File: src/design/relay_out_defs.vh
`ifndef RELAY_OUT_DEFS_VH
`define RELAY_OUT_DEFS_VH

// Register byte offsets.
`define REG_CTRL        8'h00
`define REG_LEVEL       8'h04
`define REG_LOWER       8'h08
`define REG_UPPER       8'h0c
`define REG_HYST        8'h10
`define REG_ON_DELAY    8'h14
`define REG_OFF_DELAY   8'h18
`define REG_MIN_ON      8'h1c
`define REG_MIN_OFF     8'h20
`define REG_STATUS      8'h24
`define REG_CHAN_INFO   8'h28
`define REG_LIST_COUNT  8'h2c
`define REG_OUT_VALUE   8'h30

// Control register fields.
`define CTRL_MODE_LSB   0
`define CTRL_MODE_MSB   2
`define CTRL_ALARM_LSB  4
`define CTRL_ALARM_MSB  6
`define CTRL_ACTIVE_BIT 8

// Status register fields.
`define STAT_STATE_BIT  0
`define STAT_REQ_BIT    1
`define STAT_ALARM_BIT  2
`define STAT_PEND_BIT   3

// Operating selections.
`define MODE_DISABLED   3'h0
`define MODE_ABOVE      3'h1
`define MODE_BELOW      3'h2
`define MODE_INSIDE     3'h3
`define MODE_OUTSIDE    3'h4

// Alarm reactions.
`define ALARM_HOLD      3'h0
`define ALARM_IMM_OFF   3'h1
`define ALARM_IMM_ON    3'h2
`define ALARM_TIMED_OFF 3'h3
`define ALARM_TIMED_ON  3'h4

// Reset values.
`define RST_CTRL        16'h0000
`define RST_HALF        16'h0000

// Encoded output states.
`define OUT_LOW_VALUE   16'h0000
`define OUT_HIGH_VALUE  16'hffff

// Timing base: one millisecond tick at the system clock rate.
`define CLK_FREQ_HZ     125000000
`define TICK_TIME_US    1000
`define TICK_CYCLES     ((`CLK_FREQ_HZ / 1000000) * `TICK_TIME_US)

`endif

File: src/design/threshold_relay_output.v
// Overview of operation
// - Disabled selection: output held low, no evaluation.
// - Above selection: high when source exceeds level.
// - Below selection: high when source under level.
// - Inside selection: high between lower and upper.
// - Outside selection: high outside lower and upper.
// - Hysteresis offsets both sides of thresholds.
// - Error or range flags enter alarm condition.
// - Hold reaction: output unchanged during alarm.
// - Immediate-off reaction forces low at once.
// - Immediate-on reaction forces high at once.
// - Low to high waits on-delay.
// - High to low waits off-delay.
// - High state held for minimum on-time.
// - Low state held for minimum off-time.
// - Low encodes zero, high encodes full scale.
// - Active but disabled channel sends zero.
// - Channel count follows configuration, else empty.
// - Port, slave and channel info read-only.
//
// Local design decisions: register access over Wishbone and the placing of the registers.
`timescale 1ns/1ps
`include "relay_out_defs.vh"

module threshold_relay_output #(
    parameter integer TICK_CYCLES   = `TICK_CYCLES, // Clock cycles per millisecond tick.
    parameter [7:0]   CHANNEL_COUNT = 8'h01,        // Channels defined by the bus master setup.
    parameter [7:0]   COMM_PORT     = 8'h01,        // Field-bus port number.
    parameter [7:0]   SLAVE_ADDR    = 8'h01,        // Remote slave address.
    parameter [7:0]   CHANNEL_NUM   = 8'h01,        // Remote output channel number.
    parameter [3:0]   REG_TYPE      = 4'h0,         // Remote register type code.
    parameter [3:0]   DATA_FORMAT   = 4'h0          // Remote data format code.
) (
    input  wire        clk_i,                     // System clock, 125 MHz.
    input  wire        rst_n_i,                   // Synchronous reset, active low.
    input  wire        cyc_i,                     // Wishbone cycle.
    input  wire        stb_i,                     // Wishbone strobe.
    input  wire        we_i,                      // Wishbone write enable.
    input  wire [7:0]  adr_i,                     // Wishbone byte address.
    input  wire [3:0]  sel_i,                     // Wishbone byte selects.
    input  wire [31:0] dat_i,                     // Wishbone write data.
    output reg  [31:0] dat_o,                     // Wishbone read data.
    output reg         ack_o,                     // Wishbone acknowledge.
    input  wire        source_valid_i,            // New source sample pulse.
    input  wire [15:0] source_value_i,            // Source sample value.
    input  wire        source_error_i,            // Source error indication.
    input  wire        source_over_range_flag_i,  // Source over-range indication.
    input  wire        source_under_range_flag_i, // Source under-range indication.
    output reg         out_state_o,               // Current output state.
    output reg  [15:0] out_value_o,               // Encoded value for the remote slave.
    output reg         out_valid_o                // Pulse: out_value_o is to be sent.
);

    localparam [31:0] TICK_LAST = TICK_CYCLES - 1;

    // =========================================================================
    // Register file
    // =========================================================================
    reg  [15:0] ctrl_reg;
    reg  [15:0] level_reg;
    reg  [15:0] lower_reg;
    reg  [15:0] upper_reg;
    reg  [15:0] hyst_reg;
    reg  [15:0] on_delay_reg;
    reg  [15:0] off_delay_reg;
    reg  [15:0] min_on_reg;
    reg  [15:0] min_off_reg;

    wire [2:0]  mode      = ctrl_reg[`CTRL_MODE_MSB:`CTRL_MODE_LSB];
    wire [2:0]  reaction  = ctrl_reg[`CTRL_ALARM_MSB:`CTRL_ALARM_LSB];
    wire        active    = ctrl_reg[`CTRL_ACTIVE_BIT];
    wire        wb_req    = cyc_i & stb_i & ~ack_o;
    wire        wb_wr     = wb_req & we_i;

    // Merges the selected low byte lanes of write data into a 16-bit field.
    function [15:0] merge16;
        input [15:0] old;
        input [31:0] wdat;
        input [3:0]  sel;
        begin
            merge16 = {sel[1] ? wdat[15:8] : old[15:8], sel[0] ? wdat[7:0] : old[7:0]};
        end
    endfunction

    always @(posedge clk_i)
    begin
        if (!rst_n_i)
        begin
            ctrl_reg      <= `RST_CTRL;
            level_reg     <= `RST_HALF;
            lower_reg     <= `RST_HALF;
            upper_reg     <= `RST_HALF;
            hyst_reg      <= `RST_HALF;
            on_delay_reg  <= `RST_HALF;
            off_delay_reg <= `RST_HALF;
            min_on_reg    <= `RST_HALF;
            min_off_reg   <= `RST_HALF;
        end
        else if (wb_wr)
        begin
            case (adr_i)
                `REG_CTRL:      ctrl_reg      <= merge16(ctrl_reg, dat_i, sel_i);
                `REG_LEVEL:     level_reg     <= merge16(level_reg, dat_i, sel_i);
                `REG_LOWER:     lower_reg     <= merge16(lower_reg, dat_i, sel_i);
                `REG_UPPER:     upper_reg     <= merge16(upper_reg, dat_i, sel_i);
                `REG_HYST:      hyst_reg      <= merge16(hyst_reg, dat_i, sel_i);
                `REG_ON_DELAY:  on_delay_reg  <= merge16(on_delay_reg, dat_i, sel_i);
                `REG_OFF_DELAY: off_delay_reg <= merge16(off_delay_reg, dat_i, sel_i);
                `REG_MIN_ON:    min_on_reg    <= merge16(min_on_reg, dat_i, sel_i);
                `REG_MIN_OFF:   min_off_reg   <= merge16(min_off_reg, dat_i, sel_i);
                default:        ctrl_reg      <= ctrl_reg;
            endcase
        end
    end

    // =========================================================================
    // Millisecond tick
    // =========================================================================
    reg  [31:0] tick_cnt_reg;
    wire        tick = (tick_cnt_reg == TICK_LAST);

    always @(posedge clk_i)
    begin
        if (!rst_n_i)
            tick_cnt_reg <= 32'h0000_0000;
        else if (tick)
            tick_cnt_reg <= 32'h0000_0000;
        else
            tick_cnt_reg <= tick_cnt_reg + 32'h0000_0001;
    end

    // =========================================================================
    // Threshold evaluation with hysteresis
    // =========================================================================
    // Thresholds are widened to 18 signed bits so offsets never wrap.
    wire signed [17:0] src_s   = {2'b00, source_value_i};
    wire signed [17:0] hyst_s  = {2'b00, hyst_reg};
    wire signed [17:0] lvl_top = {2'b00, level_reg} + hyst_s;
    wire signed [17:0] lvl_bot = {2'b00, level_reg} - hyst_s;
    wire signed [17:0] lwr_top = {2'b00, lower_reg} + hyst_s;
    wire signed [17:0] lwr_bot = {2'b00, lower_reg} - hyst_s;
    wire signed [17:0] upp_top = {2'b00, upper_reg} + hyst_s;
    wire signed [17:0] upp_bot = {2'b00, upper_reg} - hyst_s;

    reg  req_reg;
    reg  req_next;
    reg  alarm_reg;
    wire alarm_in = source_error_i | source_over_range_flag_i | source_under_range_flag_i;

    always @*
    begin
        req_next = req_reg;
        case (mode)
            `MODE_ABOVE:
            begin
                if (src_s > lvl_top)
                    req_next = 1'b1;
                else if (src_s < lvl_bot)
                    req_next = 1'b0;
            end
            `MODE_BELOW:
            begin
                if (src_s < lvl_bot)
                    req_next = 1'b1;
                else if (src_s > lvl_top)
                    req_next = 1'b0;
            end
            `MODE_INSIDE:
            begin
                if (src_s > lwr_top && src_s < upp_bot)
                    req_next = 1'b1;
                else if (src_s < lwr_bot || src_s > upp_top)
                    req_next = 1'b0;
            end
            `MODE_OUTSIDE:
            begin
                if (src_s < lwr_bot || src_s > upp_top)
                    req_next = 1'b1;
                else if (src_s > lwr_top && src_s < upp_bot)
                    req_next = 1'b0;
            end
            default:
                req_next = 1'b0;
        endcase
    end

    always @(posedge clk_i)
    begin
        if (!rst_n_i)
        begin
            req_reg   <= 1'b0;
            alarm_reg <= 1'b0;
        end
        else if (mode == `MODE_DISABLED)
        begin
            req_reg   <= 1'b0;
            alarm_reg <= 1'b0;
        end
        else if (source_valid_i)
        begin
            alarm_reg <= alarm_in;
            if (!alarm_in)
                req_reg <= req_next;
        end
    end

    // =========================================================================
    // Target selection under alarm
    // =========================================================================
    reg state_reg;
    reg target;
    reg force_now;

    always @*
    begin
        target    = req_reg;
        force_now = 1'b0;
        if (alarm_reg)
        begin
            case (reaction)
                `ALARM_IMM_OFF:
                begin
                    target    = 1'b0;
                    force_now = 1'b1;
                end
                `ALARM_IMM_ON:
                begin
                    target    = 1'b1;
                    force_now = 1'b1;
                end
                `ALARM_TIMED_OFF:
                    target = 1'b0;
                `ALARM_TIMED_ON:
                    target = 1'b1;
                default:
                    target = state_reg;
            endcase
        end
    end

    // =========================================================================
    // Switching delays and minimum hold times
    // =========================================================================
    reg  [15:0] pend_cnt_reg;
    reg  [15:0] hold_cnt_reg;
    reg         last_target_reg;
    wire        pending   = (target != state_reg);
    wire [15:0] delay_sel = target ? on_delay_reg : off_delay_reg;
    wire [15:0] hold_sel  = state_reg ? min_on_reg : min_off_reg;
    wire        delay_ok  = (pend_cnt_reg >= delay_sel);
    wire        hold_ok   = (hold_cnt_reg >= hold_sel);
    wire        do_switch = pending & (force_now | (delay_ok & hold_ok));

    always @(posedge clk_i)
    begin
        if (!rst_n_i)
        begin
            state_reg       <= 1'b0;
            pend_cnt_reg    <= 16'h0000;
            hold_cnt_reg    <= 16'h0000;
            last_target_reg <= 1'b0;
        end
        else if (mode == `MODE_DISABLED)
        begin
            state_reg       <= 1'b0;
            pend_cnt_reg    <= 16'h0000;
            hold_cnt_reg    <= 16'h0000;
            last_target_reg <= 1'b0;
        end
        else
        begin
            last_target_reg <= target;
            if (do_switch)
            begin
                state_reg    <= target;
                hold_cnt_reg <= 16'h0000;
                pend_cnt_reg <= 16'h0000;
            end
            else
            begin
                if (tick && hold_cnt_reg != 16'hffff)
                    hold_cnt_reg <= hold_cnt_reg + 16'h0001;
                // A new request restarts its delay; a held one keeps counting.
                if (!pending || target != last_target_reg)
                    pend_cnt_reg <= 16'h0000;
                else if (tick && pend_cnt_reg != 16'hffff)
                    pend_cnt_reg <= pend_cnt_reg + 16'h0001;
            end
        end
    end

    // =========================================================================
    // Encoded output toward the remote slave
    // =========================================================================
    reg state_d_reg;

    always @(posedge clk_i)
    begin
        if (!rst_n_i)
        begin
            out_state_o <= 1'b0;
            out_value_o <= `OUT_LOW_VALUE;
            out_valid_o <= 1'b0;
            state_d_reg <= 1'b0;
        end
        else
        begin
            state_d_reg <= state_reg;
            out_state_o <= state_reg;
            if (mode == `MODE_DISABLED)
                out_value_o <= `OUT_LOW_VALUE;
            else
                out_value_o <= state_reg ? `OUT_HIGH_VALUE : `OUT_LOW_VALUE;
            // When active with a nonzero channel count, a value is sent per source sample and on every state change.
            out_valid_o <= active & (CHANNEL_COUNT != 8'h00) &
                           (source_valid_i | (state_reg != state_d_reg));
        end
    end

    // =========================================================================
    // Wishbone read path and acknowledge
    // =========================================================================
    wire [7:0] list_count = active ? CHANNEL_COUNT : 8'h00;

    always @(posedge clk_i)
    begin
        if (!rst_n_i)
        begin
            ack_o <= 1'b0;
            dat_o <= 32'h0000_0000;
        end
        else
        begin
            ack_o <= wb_req;
            if (wb_req && !we_i)
            begin
                case (adr_i)
                    `REG_CTRL:       dat_o <= {16'h0000, ctrl_reg};
                    `REG_LEVEL:      dat_o <= {16'h0000, level_reg};
                    `REG_LOWER:      dat_o <= {16'h0000, lower_reg};
                    `REG_UPPER:      dat_o <= {16'h0000, upper_reg};
                    `REG_HYST:       dat_o <= {16'h0000, hyst_reg};
                    `REG_ON_DELAY:   dat_o <= {16'h0000, on_delay_reg};
                    `REG_OFF_DELAY:  dat_o <= {16'h0000, off_delay_reg};
                    `REG_MIN_ON:     dat_o <= {16'h0000, min_on_reg};
                    `REG_MIN_OFF:    dat_o <= {16'h0000, min_off_reg};
                    `REG_STATUS:     dat_o <= {28'h0000000, pending, alarm_reg, req_reg, state_reg};
                    `REG_CHAN_INFO:  dat_o <= {DATA_FORMAT, REG_TYPE, CHANNEL_NUM, SLAVE_ADDR, COMM_PORT};
                    `REG_LIST_COUNT: dat_o <= {24'h000000, list_count};
                    `REG_OUT_VALUE:  dat_o <= {16'h0000, out_value_o};
                    default:         dat_o <= 32'h0000_0000;
                endcase
            end
        end
    end

endmodule // threshold_relay_output

File: config.mk
export PLATFORM = sky130hd
export DESIGN_NAME = threshold_relay_output
export DESIGN_NICKNAME = d
export VERILOG_FILES = /design/src/design/threshold_relay_output.v
export VERILOG_INCLUDE_DIRS = /design/src /design/src/design
export SDC_FILE = /design/constraint.sdc
export NUM_CORES = 1
export LEC_CHECK = 0
export BUFFER_PORTS_ARGS = -buffer_cell sky130_fd_sc_hd__buf_2
export CORE_ASPECT_RATIO = 0.8
export CORE_UTILIZATION = 55
export CTS_CLUSTER_DIAMETER = 80
export DETAILED_ROUTE_END_ITERATION = 16
export PLACE_DENSITY = 0.74
export SYNTH_ARGS = -nofsm -noshare
export SYNTH_HDL_FRONTEND = slang
export SYNTH_SLANG_ARGS = --single-unit
File: constraint.sdc
create_clock -name clk_i -period 14 [get_ports clk_i]
set_clock_uncertainty 0.2 [all_clocks]
set_input_delay 3.5 -clock clk_i [delete_from_list [all_inputs] [get_ports clk_i]]
set_output_delay 3.5 -clock clk_i [all_outputs]
set_load 0.01 [all_outputs]
# After elaboration in Yosys (flattened, before gate mapping)
# Index checks and enable logic that the tools add are counted.
# totals
latchBits	0
inputBits	69
reg_bits	263
mem_count	0
romBits	0
out_inout_bits	51
mem_bits_rw	0
wordCells	144
# op_classes
eq_ne	30
bitwise_logic	13
n_div	0
order_cmp	8
shifts	0
n_mul	0
reduce_logical	36
n_mux	18
n_addsub	9
# ops
operator	count
$pmux 17 s13	1
$reduce_and 3->1	18
$add 16x16->17	3
$gt 16x17->1	3
$lt 17x17->1	3
$sub 16x16->17	3
$mux 16	3
$eq 8x6->1 const B	5
$add 16x1->16 const B	2
$add 32x1->32 const B	1
$eq 32x17->1 const B	1
$eq 8x5->1 const B	4
$ge 16x16->1	2
$ne 16x16->1 const B	2
$eq 8x4->1 const B	2
$eq 3x2->1 const B	4
$mux 1	12
$ne 3x3->1 const B	4
$reduce_or 2->1	5
$eq 8x3->1 const B	1
$logic_not 8->1	1
$and 1x1->1	6
$eq 3x1->1 const B	2
$eq 3x3->1 const B	2
other kinds (12)	24

# Depth between registers and ports, before layout
# depth
ltp_word	10
mapped_depth	23
ltp_nobuf	23

# Worst setup path after synthesis
# Ideal clock, no wire load.
# synth_timing
path_kind	input-to-reg
from	input source_value_i[14]
to	register req_reg
t_required_ps	13684
path_stages	11
path_buffers	0
t_arrival_ps	5411
path_slack_ps	8273
setup_ps	116
cell_sequence	ha_1 > a21o_1 > a2111oi_0 > o21ai_0 > a31oi_1 > o211ai_1 > a211o_1 > a21oi_1 > a21o_1 > nand3_1 > and3b_1
# synth_between
elab_chain_cells	4
elab_cells_between_ends	18
cone_classes	order compare: 6; eq/ne: 4; mux: 5; reduce/logical: 3
# synth_rtl
element	line_no	text
start, declared	threshold_relay_output.v:45	input wire [15:0] source_value_i,
$gt 16x17->1 (tied with other cells)	threshold_relay_output.v:170, threshold_relay_output.v:179	
$logic_and 1x1->1 or $logic_or 1x1->1 (tied branches)	--	
$ne 3x3->1 (no line) (tied with other cells)	--	
$reduce_and 6->1 (no line) or $pmux 1 s4 (tied branches)	--	
end signal, assigned	threshold_relay_output.v:203	req_reg <= req_next;
end, declared	threshold_relay_output.v:145	reg req_reg;
# Several ways; a longest one is shown, not always the timed one.
# A chain may end at the register's enable or synchronous reset.

# Final worst setup path
# layout_timing
from	register hyst_reg[1]
to	register req_reg
# layout_between
elab_chain_cells	5
elab_cells_between_ends	24
cone_classes	add/sub: 6; order compare: 6; eq/ne: 4; mux: 5; reduce/logical: 3
# layout_rtl
element	line_no	text
start, declared	threshold_relay_output.v:63	reg [15:0] hyst_reg;
start signal, assigned	threshold_relay_output.v:93	hyst_reg <= `RST_HALF;
start signal, assigned	threshold_relay_output.v:106	`REG_HYST: hyst_reg <= merge16(hyst_reg, dat_i, sel_i);
$add 16x16->17 (tied with other cells)	threshold_relay_output.v:140	wire signed [17:0] lwr_top = {2'b00, lower_reg} + hyst_s;
$gt 16x17->1 (tied with other cells)	threshold_relay_output.v:170, threshold_relay_output.v:179	
$logic_and 1x1->1 or $logic_or 1x1->1 (tied branches)	--	
$ne 3x3->1 (no line) (tied with other cells)	--	
$reduce_and 6->1 (no line) or $pmux 1 s4 (tied branches)	--	
# Several ways; a longest one is shown, not always the timed one.

==> run metrics <==
final-stage net count=2,485; FP Rows=58; initial antenna violation count=3; CTS Buffer Depth=3; Peak VDD IR=0.0000622 V; first-pass GRT wire length=80,300 um; most frequent cells in the layout=nand2_1, dfxtp_1, ha_1; unrepaired setup endpoints after global routing=false; Hold-fix buffers, CTS=0; I/O Pins=120; drt total wl=a little over 50,000 um; highest clock rate=approximately 150 MHz; synthesized netlist cell count=2,198; Synth Cell Area=17,700 um^2; leading cell type in the layout, fill and taps excluded=nand2_1; worst skew pair latency=between 500 and 600 ps; Detail Route Antenna Nets=0; outcome=finished, final reports clean; Worst-Margin Slew=1180 ps; asr flop ratio synth=0; main flop type after synthesis=dfxtp_1; max reg flops=32; Worst R2R Path Depth=23; final hold vios=0; CP Max Fanout=8; grt ovf=0; layout cells sized above 1=0.0745; count of maximum capacitance violations=0; pwr dens=between 70 and 80 nW/um^2; Yosys warnings=0; Die Span X=roughly 200 um; All-Layer GR Usage=0.303; Resized cells post-CTS=0; CTS tree=yes; Syn Area/Cell=8.04 um^2; Slew Limit Headroom=0.211; vias per cell=slightly above 6; total CTS buffers=23; CTS Root Cell=clkbuf_16; WHS Path Cells=1; Worst-path clk slew=about 70 ps; DR DRC count=0; Synth area leaders=dfxtp_1, ha_1, a21boi_0; die extent in y=about 160 um; worst hold path class=reg -> reg; I/O Buffers=86; largest net degree at the start of global routing=85; drt pass-1 iters=6; Slew Limit Fails=0; Worst Setup Start Kind=flop; Avg WL per Cell=19.4 um; Layout area overhead=6.96%; routability cong.=0.956; Required @ worst endpoint=between 10,000 and 15,000 ps; Die ar.=between 30,000 and 40,000 um^2; post-synth cell types=72; EDFF count, synth=0; H-tree lvl count=1; Detailed Route Iter0 Violations=roughly 1,600; detailed placement HPWL=38,000 um; Core ar.=between 30,000 and 40,000 um^2; #FFs+latches synth=~230; worst path arrival time=around 7000 ps; Yosys top cell by area=dfxtp_1; Static Leak=approximately 7.3 nW; clock sink count=233; Final setup viols=0; vias=16,324; kind of critical path=reg -> reg; Starting Density=0.561; vias in the first global route=between 10,000 and 15,000; hold slack=roughly 260 ps; utilization after layout=0.600; Yosys top cell area share=0.264; Total Negative Setup Slacks=0 ps; Final period util=0.473; buffer count from post-CTS setup fixing=0; Seq/Total Area, Yosys=0.264; Worst setup EP type=flop; minimum clock period=about 6600 ps
## path summary, 6_finish.rpt
check | from | to | slack (ps)
hold / removal | tick_cnt_reg[0]$_SDFF_PP0_ | tick_cnt_reg[0]$_SDFF_PP0_ | 260
setup reg to reg | hyst_reg[1]$_SDFFE_PN0P_ | req_reg$_SDFFE_PP0P_ | 7380
setup / recovery | hyst_reg[1]$_SDFFE_PN0P_ | req_reg$_SDFFE_PP0P_ | 7380
hold reg to reg | tick_cnt_reg[0]$_SDFF_PP0_ | tick_cnt_reg[0]$_SDFF_PP0_ | 260
## cells by family after synthesis
| logic type | count (synthesis) | share of synthesized area |
|---|---|---|
| simple gates | 805 | 0.217 |
| flops | 233 | 0.264 |
| mux | 35 | 0.0200 |
| buf+inv | 233 | 0.0567 |
| fa+ha+maj | 230 | 0.165 |
| other cells | 1 | 0.000212 |
| compound gates | 525 | 0.209 |
| xor+xnor | 136 | 0.0674 |
## layout make-up
type                       count  area, um^2
fill                        2817       12600
inverter                      80         300
clock inverter                11         141
timing repair buffer         102         553
tap                          420         526
antenna                        2        5.00
multi-input combinational   1746       12100
clock buffer                  29         618
sequential                   233        4660
## cell usage after synthesis (34+ instances only)
cell,instances
nand2_1,244
dfxtp_1,233
ha_1,224
nand3_1,187
nor2_1,154
a21boi_0,147
clkbuf_1,104
a21oi_1,98
inv_1,79
xnor2_1,77
xor2_1,59
o21ai_0,54
nand4_1,45
nor2b_1,36
buf_4,34
## per-layer routing
| layer | wire length (um) | global-route usage |
|---|---|---|
| met1 | 23900 | 0.447 |
| met2 | 21700 | 0.461 |
| met3 | 4020 | 0.0345 |
| met4 | 1370 | 0.0841 |
| met5 | 10 | 0 |
## through the flow
| stage | instances | worst slack [ps] | cell area [um^2] | total power [W] |
|---|---|---|---|---|
| final | 2623 | 7380 | 18900 | 0.00139 |
| after global routing | 2622 | 6900 | 18900 | 0.00143 |
| after CTS | 2621 | 7450 | 18900 | 0.00139 |
| after detailed placement | 2581 | 7110 | 18100 | 0.000763 |
| after global placement | 2581 | 7020 | 18100 | 0.000760 |
| after floorplan | 2212 | 8270 | 17700 | 0.000735 |
## critical path: stages (launching register included)
cell and delay (ps):
dfxtp_1 530, inv_1 280, ha_1 360, nor2b_1 140, o21ai_0 260, nand2b_1 140
a21oi_1 160, o21bai_1 120, a31oi_1 360, o41ai_1 190, o41ai_1 630, o21bai_1 150
xnor2_1 180, ha_1 190, a21o_1 150, a2111oi_0 800, o21ai_0 250, a31oi_1 200
o211ai_1 150, a211o_1 300, a21oi_1 370, a21o_1 180, nand3_1 70, and3b_1 160
## power breakdown
group          leakage, nW  total [W]  internal (W)  switching [W]
Clock                0.378   0.000640      0.000369       0.000271
Combinational         5.09  0.0000859     0.0000315      0.0000544
Sequential            1.88   0.000664      0.000664    0.000000760
Total                 7.34    0.00139       0.00106       0.000326
Power figures use the tool's default switching activity.
